## config.mk

```make
export PLATFORM = sky130hd
export DESIGN_NAME = pmwc_top
export DESIGN_NICKNAME = d
export VERILOG_FILES = /design/src/rtl/pmwc_edge_sync.v /design/src/rtl/pmwc_dog_timer.v /design/src/rtl/pmwc_top.v
export VERILOG_INCLUDE_DIRS = /design/src /design/src/rtl
export SDC_FILE = /design/constraint.sdc
export NUM_CORES = 1
export LEC_CHECK = 0
export BUFFER_PORTS_ARGS = -buffer_cell sky130_fd_sc_hd__buf_4
export CORE_ASPECT_RATIO = 1.5
export CORE_MARGIN = 8
export CORE_UTILIZATION = 55
export CTS_BUF_LIST = sky130_fd_sc_hd__clkbuf_8
export DETAILED_ROUTE_END_ITERATION = 8
export PLACE_DENSITY_LB_ADDON = 0.15
export SKIP_CTS_REPAIR_TIMING = 1
export SYNTH_ARGS = -nofsm -noshare
export SYNTH_HDL_FRONTEND = slang
export SYNTH_HIERARCHICAL = 1
export SYNTH_SLANG_ARGS = --single-unit
export TNS_END_PERCENT = 50
```

## constraint.sdc

```tcl
create_clock -name i_clk -period 2.4 [get_ports i_clk]
set_input_delay 0.36 -clock i_clk [delete_from_list [all_inputs] [get_ports i_clk]]
set_output_delay 0.36 -clock i_clk [all_outputs]
set_load 0.02 [all_outputs]
```

## src/rtl/pmwc_defs.vh

```
// Constants for the power-mode and wake-up controller
`ifndef PMWC_DEFS_VH
`define PMWC_DEFS_VH
`define PMWC_ADDR_W        4
// Register offsets
`define PMWC_REG_MODE      4'h0
`define PMWC_REG_DOG       4'h1
`define PMWC_REG_STATUS    4'h2
`define PMWC_REG_WAKEMASK  4'h3
`define PMWC_REG_CLKSTAT   4'h4
// Mode register fields
`define PMWC_MODE_HL       0
`define PMWC_MODE_IDLE_ON_HALT_SELECT    1
`define PMWC_MODE_FST      2
`define PMWC_MODE_CKS_LO   5
`define PMWC_MODE_CKS_HI   7
// Dog register fields
`define PMWC_DOG_EN        0
`define PMWC_DOG_LVD       1
`define PMWC_DOG_WS_LO     4
`define PMWC_DOG_WS_HI     6
`define PMWC_DOG_KEEP      7
// Status register fields
`define PMWC_ST_PDF        0
`define PMWC_ST_TO         1
// Reset values
`define PMWC_MODE_RST      8'h01
`define PMWC_DOG_RST       8'h70
`define PMWC_WAKEMASK_RST  8'h00
// Timing counts in oscillator ticks; the watchdog base is a power-of-two exponent
`define PMWC_HOSC_SETTLE   16'd1024
`define PMWC_LOSC_SETTLE   16'd1024
`define PMWC_WS_BASE       5'd8
`endif

```

## src/rtl/pmwc_edge_sync.v

```verilog
// Two-flop synchroniser with falling-edge detect for wake pins
`timescale 1ns/1ps
module pmwc_edge_sync #(
  parameter WIDTH = 8
) (
  input  wire             i_clk,
  input  wire             i_reset,
  input  wire [WIDTH-1:0] i_pin,
  output wire [WIDTH-1:0] o_fall
);
  reg [WIDTH-1:0] s1_q;
  reg [WIDTH-1:0] s2_q;
  reg [WIDTH-1:0] s3_q;

  // Idle level of the pins is high, so reset to ones to avoid false edges
  always @(posedge i_clk)
  begin
    if (i_reset)
    begin
      s1_q <= {WIDTH{1'b1}};
      s2_q <= {WIDTH{1'b1}};
      s3_q <= {WIDTH{1'b1}};
    end
    else
    begin
      s1_q <= i_pin;
      s2_q <= s1_q;
      s3_q <= s2_q;
    end
  end

  assign o_fall = s3_q & ~s2_q;
endmodule // pmwc_edge_sync

```

## src/rtl/pmwc_dog_timer.v

```verilog
// Watchdog counter with selectable power-of-two timeout
`timescale 1ns/1ps
`include "pmwc_defs.vh"
module pmwc_dog_timer #(
  parameter CNT_W = 15
) (
  input  wire       i_clk,
  input  wire       i_reset,
  input  wire       i_tick,
  input  wire       i_clear,
  input  wire       i_run,
  input  wire [2:0] i_period_sel,
  output reg        o_expire
);
  reg [CNT_W-1:0] cnt_q;
  wire [4:0]      shift = `PMWC_WS_BASE + {2'b00, i_period_sel};
  wire [CNT_W:0]  limit = {{CNT_W{1'b0}}, 1'b1} << shift;
  wire [CNT_W:0]  last  = limit - {{CNT_W{1'b0}}, 1'b1};

  // Timeout is 2^(8+sel) source ticks
  always @(posedge i_clk)
  begin
    if (i_reset || i_clear)
    begin
      cnt_q    <= {CNT_W{1'b0}};
      o_expire <= 1'b0;
    end
    else
    begin
      o_expire <= 1'b0;
      if (i_run && i_tick)
      begin
        if ({1'b0, cnt_q} == last)
        begin
          cnt_q    <= {CNT_W{1'b0}};
          o_expire <= 1'b1;
        end
        else
          cnt_q <= cnt_q + {{(CNT_W-1){1'b0}}, 1'b1};
      end
    end
  end
endmodule // pmwc_dog_timer

```

## src/rtl/pmwc_top.v

```verilog
// Power-mode, wake-up and watchdog controller top level
//
// Design decisions made here: the plain strobed port and the register offsets.
`timescale 1ns/1ps
`include "pmwc_defs.vh"
module pmwc_top #(
  parameter PORT_W      = 8,
  parameter IRQ_W       = 4,
  parameter DOG_ON_SYS  = 1'b0,
  parameter AUX_IS_XTAL = 1'b1,
  parameter HOSC_XTAL   = 1'b1
) (
  input  wire                    i_clk,
  input  wire                    i_reset,
  input  wire [`PMWC_ADDR_W-1:0] i_addr,
  input  wire [7:0]              i_wdata,
  input  wire                    i_wr,
  input  wire                    i_rd,
  output reg  [7:0]              o_rdata,
  input  wire                    i_halt,
  input  wire                    i_dog_clear,
  input  wire                    i_aux_tick,
  input  wire                    i_hosc_tick,
  input  wire                    i_losc_tick,
  input  wire [PORT_W-1:0]       i_port_a,
  input  wire [IRQ_W-1:0]        i_irq_req,
  input  wire [IRQ_W-1:0]        i_irq_en,
  input  wire                    i_stack_full,
  input  wire                    i_ext_reset_wake,
  output wire                    o_cpu_run,
  output wire                    o_sys_clk_en,
  output wire                    o_tbase_clk_en,
  output wire                    o_aux_clk_en,
  output wire                    o_sys_on_low,
  output wire                    o_periph_on_low,
  output reg                     o_full_reset,
  output reg                     o_dog_reset,
  output reg                     o_irq_service,
  output reg                     o_resume_after_halt,
  output wire                    o_hosc_ready
);
  localparam [4:0] ST_RUN  = 5'b00001;
  localparam [4:0] ST_SL0  = 5'b00010;
  localparam [4:0] ST_SL1  = 5'b00100;
  localparam [4:0] ST_ID0  = 5'b01000;
  localparam [4:0] ST_ID1  = 5'b10000;
  localparam [2:0] SET_OFF = 3'b001;
  localparam [2:0] SET_HI  = 3'b010;
  localparam [2:0] SET_LO  = 3'b100;

  reg [7:0]        mode_q;
  reg [7:0]        dog_q;
  reg [PORT_W-1:0] wake_mask_q;
  reg              pdf_q;
  reg              to_q;
  reg [4:0]        st_q;
  reg [2:0]        set_q;
  reg [15:0]       settle_q;
  reg              hosc_rdy_q;
  reg              losc_rdy_q;
  reg              losc_pend_q;
  reg              fast_q;
  reg [IRQ_W-1:0]  irq_block_q;
  reg [1:0]        div4_q;

  wire              hl       = mode_q[`PMWC_MODE_HL];
  wire              idle_on_halt_select    = mode_q[`PMWC_MODE_IDLE_ON_HALT_SELECT];
  wire              fast_wake_enable    = mode_q[`PMWC_MODE_FST];
  wire [2:0]        cks      = mode_q[`PMWC_MODE_CKS_HI:`PMWC_MODE_CKS_LO];
  wire              dog_en   = dog_q[`PMWC_DOG_EN];
  wire              lvd_en   = dog_q[`PMWC_DOG_LVD];
  wire              keep_sys = dog_q[`PMWC_DOG_KEEP];
  wire [2:0]        ws       = dog_q[`PMWC_DOG_WS_HI:`PMWC_DOG_WS_LO];
  wire              in_run   = st_q[0];
  wire [PORT_W-1:0] port_fall;
  wire              dog_expire;

  // Decode of a register address, shared by write and read paths
  function is_reg;
    input [`PMWC_ADDR_W-1:0] a;
    input [`PMWC_ADDR_W-1:0] r;
    begin
      is_reg = (a == r);
    end
  endfunction

  // High-speed source wanted when HL=1 or a divided-fast setting
  wire want_high = hl | (cks[2] | cks[1]);
  wire sys_slow  = ~want_high | fast_q;

  pmwc_edge_sync #(
    .WIDTH (PORT_W)
  ) u_sync (
    .i_clk   (i_clk),
    .i_reset (i_reset),
    .i_pin   (i_port_a),
    .o_fall  (port_fall)
  );

  // Dog source: aux tick or system clock divided by 4
  wire sys_running = in_run | st_q[4];
  wire div4_tick   = sys_running & (div4_q == 2'b11);
  wire dog_tick    = DOG_ON_SYS ? div4_tick : i_aux_tick;
  // Dog runs only where its source clock survives the mode
  wire dog_run = dog_en & (in_run | st_q[4] |
                 ((st_q[2] | st_q[3]) & ~DOG_ON_SYS));
  wire halt_go = in_run & i_halt & hosc_rdy_q;

  always @(posedge i_clk)
  begin
    if (i_reset)
      div4_q <= 2'b00;
    else if (sys_running)
      div4_q <= div4_q + 2'b01;
  end

  pmwc_dog_timer #(
    .CNT_W (15)
  ) u_dog (
    .i_clk        (i_clk),
    .i_reset      (i_reset),
    .i_tick       (dog_tick),
    .i_clear      (i_dog_clear | halt_go),
    .i_run        (dog_run),
    .i_period_sel (ws),
    .o_expire     (dog_expire)
  );

  // Wake conditions
  wire [IRQ_W-1:0] irq_new  = i_irq_req & ~irq_block_q;
  wire             irq_wake = |irq_new;
  wire             pa_wake  = |(port_fall & wake_mask_q);
  wire             low_pwr  = ~in_run;
  wire             wake = low_pwr & (i_ext_reset_wake | pa_wake |
                          irq_wake | dog_expire);
  wire             irq_take = |(irq_new & i_irq_en) & ~i_stack_full;

  // Mode state machine; target state picked from mode and dog bits at HALT, FST read at wake
  always @(posedge i_clk)
  begin
    if (i_reset)
    begin
      st_q                <= ST_RUN;
      irq_block_q         <= {IRQ_W{1'b0}};
      o_full_reset        <= 1'b0;
      o_dog_reset         <= 1'b0;
      o_irq_service       <= 1'b0;
      o_resume_after_halt <= 1'b0;
      fast_q              <= 1'b0;
    end
    else
    begin
      o_full_reset        <= 1'b0;
      o_dog_reset         <= 1'b0;
      o_irq_service       <= 1'b0;
      o_resume_after_halt <= 1'b0;
      if (hosc_rdy_q)
        fast_q <= 1'b0;
      irq_block_q <= irq_block_q & i_irq_req;
      case (st_q)
        ST_RUN:
        begin
          if (halt_go)
          begin
            irq_block_q <= i_irq_req;
            if (!idle_on_halt_select)
            begin
              if (!dog_en && !lvd_en)
                st_q <= ST_SL0;
              else
                st_q <= ST_SL1;
            end
            else if (!keep_sys)
              st_q <= ST_ID0;
            else
              st_q <= ST_ID1;
          end
          else if (dog_expire)
            o_dog_reset <= 1'b1;
        end
        default:
        begin
          if (wake)
          begin
            st_q <= ST_RUN;
            fast_q <= (st_q[2] | st_q[3]) & HOSC_XTAL & fast_wake_enable;
            if (i_ext_reset_wake)
              o_full_reset <= 1'b1;
            else if (dog_expire)
              o_dog_reset <= 1'b1;
            else if (irq_wake && irq_take)
              o_irq_service <= 1'b1;
            else
              o_resume_after_halt <= 1'b1;
          end
        end
      endcase
    end
  end

  // Shared settle counter: high oscillator first, then the low crystal
  wire hosc_stopped = st_q[1] | st_q[2] | st_q[3] | ~want_high;
  wire losc_stopped = st_q[1];
  always @(posedge i_clk)
  begin
    if (i_reset)
    begin
      set_q       <= SET_HI;
      settle_q    <= 16'd0;
      hosc_rdy_q  <= 1'b0;
      losc_rdy_q  <= 1'b0;
      losc_pend_q <= 1'b1;
    end
    else
    begin
      if (losc_stopped)
      begin
        losc_rdy_q  <= 1'b0;
        losc_pend_q <= AUX_IS_XTAL;
      end
      if (hosc_stopped && !(in_run && fast_q))
      begin
        hosc_rdy_q <= 1'b0;
        set_q      <= SET_OFF;
        settle_q   <= 16'd0;
      end
      else
      begin
        case (set_q)
          SET_OFF:
          begin
            if (!hosc_rdy_q)
              set_q <= SET_HI;
            else if (losc_pend_q && !losc_stopped)
              set_q <= SET_LO;
          end
          SET_HI:
          begin
            if (i_hosc_tick)
            begin
              if (settle_q == `PMWC_HOSC_SETTLE - 16'd1)
              begin
                hosc_rdy_q <= 1'b1;
                settle_q   <= 16'd0;
                set_q      <= (losc_pend_q && !losc_stopped) ?
                              SET_LO : SET_OFF;
              end
              else
                settle_q <= settle_q + 16'd1;
            end
          end
          SET_LO:
          begin
            if (i_losc_tick)
            begin
              if (settle_q == `PMWC_LOSC_SETTLE - 16'd1)
              begin
                losc_rdy_q  <= 1'b1;
                losc_pend_q <= 1'b0;
                settle_q    <= 16'd0;
                set_q       <= SET_OFF;
              end
              else
                settle_q <= settle_q + 16'd1;
            end
          end
          default:
            set_q <= SET_OFF;
        endcase
      end
    end
  end

  // Register writes; the status flags take no software writes, only hardware updates
  always @(posedge i_clk)
  begin
    if (i_reset)
    begin
      mode_q      <= `PMWC_MODE_RST;
      dog_q       <= `PMWC_DOG_RST;
      wake_mask_q <= `PMWC_WAKEMASK_RST;
      pdf_q       <= 1'b0;
      to_q        <= 1'b0;
    end
    else
    begin
      if (i_wr)
      begin
        if (is_reg(i_addr, `PMWC_REG_MODE))
          mode_q <= i_wdata;
        else if (is_reg(i_addr, `PMWC_REG_DOG))
          dog_q <= i_wdata;
        else if (is_reg(i_addr, `PMWC_REG_WAKEMASK))
          wake_mask_q <= i_wdata[PORT_W-1:0];
      end
      // A timeout landing in the HALT cycle still leaves its mark
      if (halt_go)
        pdf_q <= 1'b1;
      else if (i_dog_clear)
        pdf_q <= 1'b0;
      if (dog_expire)
        to_q <= 1'b1;
      else if (halt_go || i_dog_clear)
        to_q <= 1'b0;
    end
  end

  // Register reads, data one cycle after the strobe
  always @(posedge i_clk)
  begin
    if (i_reset)
      o_rdata <= 8'h00;
    else if (i_rd)
    begin
      if (is_reg(i_addr, `PMWC_REG_MODE))
        o_rdata <= {mode_q[7:4], hosc_rdy_q, mode_q[2:0]};
      else if (is_reg(i_addr, `PMWC_REG_DOG))
        o_rdata <= dog_q;
      else if (is_reg(i_addr, `PMWC_REG_STATUS))
        o_rdata <= {6'h00, to_q, pdf_q};
      else if (is_reg(i_addr, `PMWC_REG_WAKEMASK))
        o_rdata <= wake_mask_q;
      else if (is_reg(i_addr, `PMWC_REG_CLKSTAT))
        o_rdata <= {3'h0, st_q};
      else
        o_rdata <= 8'h00;
    end
    else
      o_rdata <= 8'h00;
  end

  // CPU holds until the high oscillator is ready, unless fast wake runs it or no high source is wanted
  assign o_cpu_run       = in_run &
                           (hosc_rdy_q | fast_q | ~want_high);
  assign o_sys_clk_en    = sys_running;
  assign o_tbase_clk_en  = in_run | st_q[3] | st_q[4];
  assign o_aux_clk_en    = ~st_q[1];
  assign o_sys_on_low    = sys_slow;
  assign o_periph_on_low = sys_slow;
  assign o_hosc_ready    = hosc_rdy_q;
endmodule // pmwc_top

```

==> flow_metrics.py, run 1 <==
metrics = {
    "sta": {
        "grt_setup_unrepaired": "no",
        "totalNegativeSetupSlack_ns": 0,
        "final_clock_skew_ns": 0.01834,
        "timing.max_slew.rel_slack_pct": 58.09,
        "worstMarginPinSlew_ns": 0.6263,
        "timing.fmax_mhz": 463.3,
        "final_period_minus_worst_setup_slack_ns": 2.158,
        "maxSlewViolCount": 0,
        "fin_crit_sh_pct": 89.93,
        "setup_violations": 0,
        "hold_violations": 0,
    },
    "min_path": {
        "whs_endpoint": "u_sync/s1_q[2]",
        "hold_path_depth": 2,
        "worst_hold_check_path_type": "input port to flip-flop",
        "min-delay-start": "i_port_a[2]",
    },
    "global_routing": {
        "grt_overall_usage_pct": 20.03,
        "grt_pass1_vias": 4090,
        "grt_start_max_net_pins": 48,
        "grt_first_pass_wirelength_um": 19480,
        "antenna_found_initial": 0,
        "globalRouteOverflowTotal": 0,
    },
    "drt": {
        "drt_pre_antenna_iters": 4,
        "routed_via_density": 5.768,
        "antenna_left": 0,
        "routedWlPerCell_um": 16.18,
        "detail_route.wirelength_um": 11490,
        "drt_drc_violations_left": 0,
        "via_count": 4095,
        "drt_iter0_markers": 228,
    },
    "layout": {
        "final-instance-count-excl-fill": 710,
        "number_of_antenna_cells_inserted": 0,
        "final_design_area_no_fill_mm2": 0.005519,
        "final_net_count": 637,
        "areaGrowthSynthToFinish_pct": 14.10,
        "fraction_of_layout_cells_with_a_size_suffix_above_1_pct": 17.00,
    },
    "clocking": {
        "clkSinkCount": 108,
        "worstSkewPairLatency_ns": 0.39,
        "cts_root_buffer": "clkbuf_8",
        "cts_tree": "done",
        "ctsLongestPathBuffers": 2,
        "cts.htree.levels": 3,
        "clk_pin_slew_worst_paths_ns": 0.12,
        "cts-buffers-inserted": 9,
    },
    "pwr": {
        "power.internal_mw": 2.478,
        "clock_power_share_pct": 31.9,
        "power.share.combinational_pct": 12.6,
        "power.density_cell_area_mw_per_mm2": 623.1,
        "leakage_nw": 2.058,
        "net-switching-power_uw": 961.1,
        "sequentialPowerShare_pct": 55.5,
        "worst_ir_drop_vdd_v": 0.0004116,
        "netSwitchingFraction_pct": 27.95,
    },
    "floorplanning": {
        "ioPinCount": 58,
        "core_mm2": 0.008671,
        "die-area_mm2": 0.01211,
        "starting_density_of_the_core_pct": 55.79,
        "die_h_um": 130.9,
        "num_rows": 42,
        "dieWidth_um": 92.57,
    },
    "setup_path": {
        "worstPathArrival_ns": 2.42,
        "cp.required_ns": 2.66,
        "path_max_fanout": 12,
        "rr_endpoint": "u_dog/cnt_q[5]",
        "startpoint_type": "flip-flop",
        "type_of_element_capturing_the_critical_path": "flip-flop",
        "worst-r2r-cell-count": 8,
        "timing.rr.start": "dog_q[4]",
        "r2r_setup_slack_ns": 0.24,
        "critical_path_class": "flip-flop to flip-flop",
        "critical_path_launch_point": "dog_q[4]",
    },
    "synthesis": {
        "synthTopCellsByArea": "dfxtp_1 (45%), nor2_1 (5.1%), xnor2_1 (3.8%)",
        "synth_cells": 546,
        "synth_largest_type_area_fraction_pct": 44.70,
        "yosys-mux-area-fraction_pct": 2.483,
        "synth_enable_flop_cells": 0,
        "ys_ff_latch": 108,
        "synth_compound_area_share_pct": 11.07,
        "yosys.cell_types.count": 69,
        "seq_area_frac_synth_pct": 44.70,
        "synth_common_cells": "dfxtp_1 (108), nor2_1 (66), nand2_1 (37)",
        "synth-warning-count": 6,
        "async_flop_share_pct": 0,
        "yosys.cell_count.top_type": "dfxtp_1",
        "synth_nets": 588,
        "synth_simple_gate_area_share_pct": 31.14,
        "synth_fa_ha_area_share_pct": 0.7760,
        "post_synth_instance_area_mm2": 0.004837,
        "synth-xor-area-share_pct": 5.794,
        "ys_dominant_reg_cell": "dfxtp_1",
        "synth.avg_cell_area_um2": 8.859,
        "combinational_family_with_the_most_area_after_synthesis": "simple AND/OR/NAND/NOR gates",
        "yosys.area.top_type": "dfxtp_1",
    },
    "placement": {
        "detailed_place_hpwl_um": 8520,
        "placement.io_buffers": 57,
        "placement.cell_area_mm2": 0.005320,
        "place.gp.congestion": 0.8849,
        "instance_count_after_placement_with_tap_cells_included": 694,
    },
    "flow_run": {
        "number_of_violations_of_the_max_capacitance_limit": 0,
    },
    "outcome": {
        "status": "complete, no violations",
    },
}
critical path: stages, from the launching register on:
cell       delay [ns]
dfxtp_2          0.39
or3_1            0.34
ha_1             0.27
xor2_1           0.17
xnor2_1          0.21
o2111ai_1        0.16
nor3_2           0.20
buf_4            0.21
nor3_1           0.07
how the worst max path moves through the flow:
stage          slack [ns]               to
2_1_floorplan        0.25  u_dog/cnt_q[11]
3_3_place_gp         0.28   u_dog/cnt_q[0]
3_5_place_dp         0.21   u_dog/cnt_q[3]
4_1_cts              0.15   u_dog/cnt_q[3]
6_report             0.24   u_dog/cnt_q[5]
5_1_grt              0.03  u_dog/cnt_q[10]
area by class of cell:
type,count,area (um^2)
tap,110,137.6
clock inverter,6,60.06
inverter,10,37.54
multi-input combinational,399,2480
timing repair buffer,67,503.0
clock buffer,10,137.6
sequential,108,2163
fill,792,3152
state kept, by name (all words and copies together), names as in the netlist:
register and flops:
set_q 3, settle_q 16, fast_q 1, to_q 1
u_sync/s3_q 8, u_dog/cnt_q 15, losc_pend_q 1, o_dog_reset 1
irq_block_q 4, st_q 5, dog_q 8, u_sync/s2_q 8
wake_mask_q 8, o_resume_after_halt 1, o_irq_service 1, pdf_q 1
u_dog/o_expire 1, u_sync/s1_q 8, mode_q 7, o_rdata 8
o_full_reset 1, o_hosc_ready 1
cells in the final DEF, fill, tap and decap left out, types with 2 or more instances in the layout:
master / instances
xnor2_1: 21
and3_1: 8
a211o_1: 5
a21oi_2: 2
nand2b_1: 9
a221oi_1: 6
o22ai_1: 5
nand3b_1: 6
o31a_1: 3
or2_1: 25
ha_1: 3
nor3b_1: 9
nor4b_1: 2
a21oi_1: 19
o21ai_0: 7
or2_2: 5
dfxtp_1: 107
nor3_1: 26
nor4_1: 7
xor2_1: 11
nand4_1: 10
nand3_1: 25
nor2_1: 66
nor2b_1: 16
nand2_1: 37
and4_1: 2
inv_1: 10
mux2i_1: 12
clkbuf_8: 10
a2bb2oi_1: 2
o2111ai_1: 2
or3_1: 5
a22oi_1: 5
clkinv_4: 2
buf_4: 67
inv_8: 3
a31oi_1: 7
power groups by stage:
stage          Clock (mW)  Combinational [mW]  Sequential [mW]
5_1_grt              1.20               0.482             1.92
3_5_place_dp            0               0.431             1.95
6_report             1.10               0.433             1.91
2_1_floorplan           0               0.321             1.92
4_1_cts              1.13               0.432             1.91
3_3_place_gp            0               0.421             1.94
per-layer routing:
layer | track usage, % | vias up | part of all wire [%] | wire length [um]
li1 | - | 2016 | - | -
met5 | 0 | - | 0 | 0
met3 | 4.860 | 24 | 5.7 | 658
met4 | 11.33 | 0 | 4.2 | 478
met1 | 21.97 | 1927 | 39 | 4531
met2 | 34.67 | 128 | 51 | 5819
per-stage QoR:
step | hold WS [ns] | util [%] | worst slack (ns) | power [mW]
5_1_grt | 0.1281 | 63.65 | 0.02856 | 3.604
6_report | 0.1489 | 63.65 | 0.2417 | 3.439
3_3_place_gp | 0.3866 | 61.36 | 0.2826 | 2.363
2_1_floorplan | 0.3832 | - | 0.2487 | 2.239
3_5_place_dp | 0.3907 | 61.36 | 0.2134 | 2.378
4_1_cts | 0.1331 | 63.64 | 0.1537 | 3.467
cell families (layout without fill, tap and decap cells):
family	Yosys count	in the layout
buf+inv	39	93
xor+xnor	32	32
flops	108	108
simple gates	276	276
mux	12	12
fa+ha+maj	3	3
compound gates	76	76
Note: power is estimated with default switching activity, not from simulation.
==> inputs of run 2 (changes only) <==
ABC_AREA = 1   (was default)
CTS_BUF_LIST = sky130_fd_sc_hd__clkbuf_4   (was sky130_fd_sc_hd__clkbuf_8)
GPL_TIMING_DRIVEN = 0   (was default)
==> run 2 against run 1 <==
Sequential share of layout area fell by 2.4 points. First-iteration DRC count up 18%. Critical path depth grew 2. Worst hold slack got worse by 0.12 ns.
==> flow_metrics.py, run 2 <==
metrics = {
    "outcome": {
        "status": "complete, no violations",
    },
    "floorplanning": {
        "dieWidth_um": 94.95,
        "core_mm2": 0.009200,
        "starting_density_of_the_core_pct": 55.90,
        "die-area_mm2": 0.01276,
        "die_h_um": 134.4,
        "num_rows": 43,
        "ioPinCount": 58,
    },
    "placement": {
        "detailed_place_hpwl_um": 9448,
        "place.gp.congestion": 0.9496,
        "instance_count_after_placement_with_tap_cells_included": 919,
        "placement.io_buffers": 56,
    },
    "synthesis": {
        "synth_largest_type_area_fraction_pct": 42.04,
        "ys_dominant_reg_cell": "dfxtp_1",
        "synth_enable_flop_cells": 0,
        "ys_ff_latch": 108,
        "synth-warning-count": 6,
        "post_synth_instance_area_mm2": 0.005142,
        "async_flop_share_pct": 0,
        "synth.avg_cell_area_um2": 6.847,
        "yosys.cell_types.count": 41,
        "seq_area_frac_synth_pct": 42.04,
        "synth_common_cells": "nand2_1 (192), inv_1 (110), dfxtp_1 (108)",
        "synth_nets": 793,
        "synthTopCellsByArea": "dfxtp_1 (42%), nand2_1 (14%), inv_1 (8.0%)",
        "yosys.area.top_type": "dfxtp_1",
        "yosys.cell_count.top_type": "nand2_1",
        "synth_cells": 751,
    },
    "layout": {
        "largest_register": "settle_q",
        "largest_reg_flops": 16,
        "areaGrowthSynthToFinish_pct": 14.14,
        "final-instance-count-excl-fill": 938,
        "most-common-layout-cells": "nand2_1 (192), inv_1 (110), dfxtp_1 (108), nor2_1 (91), nand3_1 (67)",
        "fraction_of_layout_cells_with_a_size_suffix_above_1_pct": 15.27,
        "most_common_library_cell_in_the_layout_ignoring_fill_and_taps": "nand2_1",
        "reg_top3": "settle_q x16, u_dog/cnt_q x15",
        "final_net_count": 862,
    },
    "clocking": {
        "clkSinkCount": 108,
        "cts_root_buffer": "clkbuf_4",
        "ctsLongestPathBuffers": 2,
        "cts-buffers-inserted": 9,
        "cts.htree.levels": 3,
        "clk_pin_slew_worst_paths_ns": 0.19,
        "cts_tree": "done",
        "worstSkewPairLatency_ns": 0.49,
    },
    "sta": {
        "grt_setup_unrepaired": "no",
        "timing.fmax_mhz": 488.5,
        "maxSlewViolCount": 0,
        "fin_crit_sh_pct": 85.30,
        "setup_violations": 0,
        "worstMarginPinSlew_ns": 0.6204,
        "final_period_minus_worst_setup_slack_ns": 2.047,
        "totalNegativeSetupSlack_ns": 0,
        "hold_violations": 0,
        "timing.max_slew.rel_slack_pct": 58.49,
        "final_clock_skew_ns": 0.02279,
    },
    "setup_path": {
        "cp.required_ns": 2.81,
        "startpoint_type": "flip-flop",
        "worstPathArrival_ns": 2.46,
        "path_max_fanout": 8,
        "type_of_element_capturing_the_critical_path": "flip-flop",
        "critical_path_class": "flip-flop to flip-flop",
    },
    "drt": {
        "drt_pre_antenna_iters": 7,
        "routed_via_density": 5.178,
        "drt_iter0_markers": 268,
        "detail_route.wirelength_um": 12140,
        "routedWlPerCell_um": 12.94,
        "drt_drc_violations_left": 0,
        "antenna_left": 0,
        "via_count": 4857,
    },
    "global_routing": {
        "grt_first_pass_wirelength_um": 20390,
        "globalRouteOverflowTotal": 0,
        "grt_pass1_vias": 4667,
        "antenna_found_initial": 1,
        "grt_start_max_net_pins": 22,
        "grt_overall_usage_pct": 19.79,
    },
    "pwr": {
        "power.density_cell_area_mw_per_mm2": 591.7,
        "leakage_nw": 2.811,
        "worst_ir_drop_vdd_v": 0.0004053,
    },
    "flow_run": {
        "number_of_violations_of_the_max_capacitance_limit": 0,
    },
    "min_path": {
        "worst_hold_check_path_type": "input port to flip-flop",
    },
}
==> run 2: layout make-up <==
| class | instances | area, um^2 |
|---|---|---|
| Antenna cell | 1 | 2.502 |
| Clock buffer | 9 | 67.56 |
| Tap cell | 112 | 140.1 |
| Buffer | 15 | 102.6 |
| Timing Repair Buffer | 58 | 440.4 |
| Sequential cell | 108 | 2162 |
| Inverter | 118 | 442.9 |
| Clock inverter | 7 | 76.32 |
| Multi-Input combinational cell | 510 | 2435 |
| Fill cell | 840 | 3331 |
==> run 2: cell families after synthesis <==
family                     Yosys count  share of synthesized area (%)
AOI/OAI and AO/OA                   89                          9.611
xor gates and xnor gates             8                          1.363
adders and majority gates            3                         0.7300
buffers and inverters              133                          10.61
DFF                                108                          42.04
and+or+nand+nor                    410                          35.65
==> run 2: routing by layer <==
metal  global-route usage (%)  routed length (um)  vias to the layer above
li1                         -                   -                     2501
met1                    20.60                4730                     2189
met2                    36.07                6524                      143
met3                    3.635                 613                       24
met4                    10.20                 266                        0
met5                        0                   0                        -
==> run 2: where the power goes <==
part,switching (mW),leakage (nW),internal [mW]
logic,0.382,1.85,0.245
clock network,0.678,0.0796,0.254
registers,0.0561,0.877,1.86
total,1.12,2.81,2.36
==> run 2: path summary, 6_finish.rpt <==
| check | from | to | slack, ns | depth (start not counted) |
|---|---|---|---|---|
| hold reg to reg | u_sync/s2_q[3] | u_sync/s3_q[3] | 0.43 | 2 |
| hold / removal | i_port_a[5] | u_sync/s1_q[5] | 0.03 | 3 |
| setup / recovery | st_q[0] | u_dog/cnt_q[11] | 0.35 | 10 |
| setup reg to reg | st_q[0] | u_dog/cnt_q[11] | 0.35 | 10 |
==> run 2: through the flow <==
step                util, %  instance area [um^2]  power (mW)  hold slack, ns  setup WS [ns]
floorplan                 -                  5142       2.400          0.3867         0.6887
global placement      61.99                  5703       2.547          0.3912         0.4100
detailed placement    61.99                  5703       2.570          0.3960         0.3772
CTS                   63.55                  5847       3.489       0.0004734         0.3700
global route          63.80                  5869       3.661        0.001382         0.1884
finish                63.80                  5869       3.473         0.02709         0.3528
==> run 2: worst max-delay path, stage by stage, from the launching register on <==
cell     delay (ns)
dfxtp_1        0.42
inv_1          0.16
a31oi_1        0.37
nand2_2        0.19
nor2_2         0.19
nand2_2        0.12
nor3_1         0.20
xor2_1         0.18
nor2_1         0.05
nand2_1        0.07
inv_1          0.04
==> inputs of run 3 (changes only) <==
clock period = 2.5 ns   (was 2.4 ns; I/O delays follow)
==> run 3 against run 2 <==
Non-clock buffer count is 1 lower. Die area did not move. Via count is 0.39% lower. Final area fell by 0.17%. Register-to-register slack better by 0.099 ns. Worst setup slack improved by 0.099 ns. Highest routed layer unchanged.
==> flow_metrics.py, run 3 (same netlist as run 2, synthesis figures left out) <==
metrics = {
    "outcome": {
        "status": "complete, no violations",
    },
    "clocking": {
        "cts.htree.levels": 3,
        "clkSinkCount": 108,
        "clk_pin_slew_worst_paths_ns": 0.19,
        "worstSkewPairLatency_ns": 0.49,
        "cts_root_buffer": "clkbuf_4",
        "ctsLongestPathBuffers": 2,
        "cts-buffers-inserted": 9,
        "cts_tree": "done",
    },
    "placement": {
        "detailed_place_hpwl_um": 9448,
        "instance_count_after_placement_with_tap_cells_included": 919,
        "place.gp.congestion": 0.9496,
        "placement.io_buffers": 56,
    },
    "global_routing": {
        "grt_pass1_vias": 4667,
        "globalRouteOverflowTotal": 0,
        "grt_first_pass_wirelength_um": 20390,
        "grt_overall_usage_pct": 19.79,
        "grt_start_max_net_pins": 22,
        "antenna_found_initial": 1,
    },
    "layout": {
        "reg_top3": "settle_q x16, u_dog/cnt_q x15",
        "fraction_of_layout_cells_with_a_size_suffix_above_1_pct": 15.29,
        "nFillCells": 840,
        "areaGrowthSynthToFinish_pct": 13.94,
        "most_common_library_cell_in_the_layout_ignoring_fill_and_taps": "nand2_1",
        "sequential_cell_area_mm2": 0.002162,
        "largest_register": "settle_q",
        "final-instance-count-excl-fill": 937,
        "most-common-layout-cells": "nand2_1 (192), inv_1 (110), dfxtp_1 (108), nor2_1 (91), nand3_1 (67)",
        "post-route-util_pct": 63.69,
        "final_net_count": 861,
        "largest_reg_flops": 16,
        "multi_input_area_mm2": 0.002435,
    },
    "drt": {
        "routed_via_density": 5.163,
        "drt_drc_violations_left": 0,
        "via_count": 4838,
        "drt_pre_antenna_iters": 5,
        "detail_route.wirelength_um": 12130,
        "antenna_left": 0,
        "routedWlPerCell_um": 12.94,
        "drt_iter0_markers": 260,
    },
    "sta": {
        "hold_violations": 0,
        "final_clock_skew_ns": 0.02359,
        "timing.max_slew.rel_slack_pct": 58.48,
        "grt_setup_unrepaired": "no",
        "timing.fmax_mhz": 488.2,
        "totalNegativeSetupSlack_ns": 0,
        "fin_crit_sh_pct": 81.93,
        "worstMarginPinSlew_ns": 0.6205,
        "setup_violations": 0,
        "final_period_minus_worst_setup_slack_ns": 2.048,
        "maxSlewViolCount": 0,
    },
    "floorplanning": {
        "die_h_um": 134.4,
        "die-area_mm2": 0.01276,
        "core_mm2": 0.009200,
        "ioPinCount": 58,
        "dieWidth_um": 94.95,
        "starting_density_of_the_core_pct": 55.90,
        "num_rows": 43,
    },
    "pwr": {
        "post-layout-total-power_mw": 3.332,
        "net-switching-power_mw": 1.070,
        "power.density_cell_area_mw_per_mm2": 568.6,
        "sequentialPowerShare_pct": 55.2,
        "power.internal_mw": 2.262,
        "netSwitchingFraction_pct": 32.10,
        "worst_ir_drop_vdd_v": 0.0003910,
        "power.share.combinational_pct": 18.0,
        "leakage_nw": 2.806,
        "clock_power_share_pct": 26.8,
    },
    "setup_path": {
        "worstPathArrival_ns": 2.45,
        "path_max_fanout": 8,
        "critical_path_class": "flip-flop to flip-flop",
        "startpoint_type": "flip-flop",
        "type_of_element_capturing_the_critical_path": "flip-flop",
        "cp.required_ns": 2.91,
    },
    "flow_run": {
        "number_of_violations_of_the_max_capacitance_limit": 0,
    },
    "min_path": {
        "worst_hold_check_path_type": "input port to flip-flop",
    },
}
==> run 3: cell count changes in the layout (fill, tap and decap cells not counted), sizes merged <==
cell | previous run | this run
dlygate4sd3 | 2 | 1
==> run 3: power by group through the flow <==
stage / combinational [mW] / clock, mW / sequential, mW
after CTS: 0.596 / 0.916 / 1.84
after global placement: 0.575 / 0 / 1.87
after detailed placement: 0.593 / 0 / 1.87
after floorplan: 0.438 / 0 / 1.87
after global routing: 0.676 / 0.988 / 1.85
final: 0.600 / 0.893 / 1.84
==> run 3: path summary, 6_finish.rpt <==
kind                        from              end  slack (ns)  cells past startpoint
hold reg to reg   u_sync/s2_q[3]   u_sync/s3_q[3]        0.43                      2
setup reg to reg         st_q[0]  u_dog/cnt_q[11]        0.45                     10
setup / recovery         st_q[0]  u_dog/cnt_q[11]        0.45                     10
hold / removal       i_port_a[5]   u_sync/s1_q[5]        0.05                      3
==> run 3: stage by stage <==
| stage | setup WS, ns | hold WS [ns] | area (um^2) |
|---|---|---|---|
| 6_report | 0.4516 | 0.04625 | 5859 |
| 5_1_grt | 0.2884 | 0.001286 | 5859 |
| 4_1_cts | 0.4700 | 0.01547 | 5847 |
| 3_5_place_dp | 0.4772 | 0.3960 | 5703 |
| 3_3_place_gp | 0.5100 | 0.3912 | 5703 |
| 2_1_floorplan | 0.7887 | 0.3867 | 5142 |
==> run 3: cell type report <==
class / count / share of cell area [%]
buffer: 15 / 1.751
clock inverter: 7 / 1.303
sequential: 108 / 36.90
clock buffer: 9 / 1.153
antenna: 1 / 0.04271
inverter: 118 / 7.559
tap: 112 / 2.392
timing repair buffer: 57 / 7.346
multi-input combinational: 510 / 41.55
==> run 3: layer usage <==
metal	GRT usage [%]	vias to the layer above	wire, um	share of wire [%]
li1	-	2499	-	-
met1	20.60	2189	4734	39
met2	36.07	130	6535	54
met3	3.635	20	613	5.1
met4	10.20	0	244	2.0
met5	0	-	0	0
==> run 3: critical path, stage by stage, from the launching register on <==
cell and delay (ns):
dfxtp_1 0.42, inv_1 0.16, a31oi_1 0.37, nand2_2 0.19, nor2_2 0.19, nand2_2 0.12, nor3_1 0.20, xor2_1 0.18
nor2_1 0.05, nand2_1 0.07, inv_1 0.04
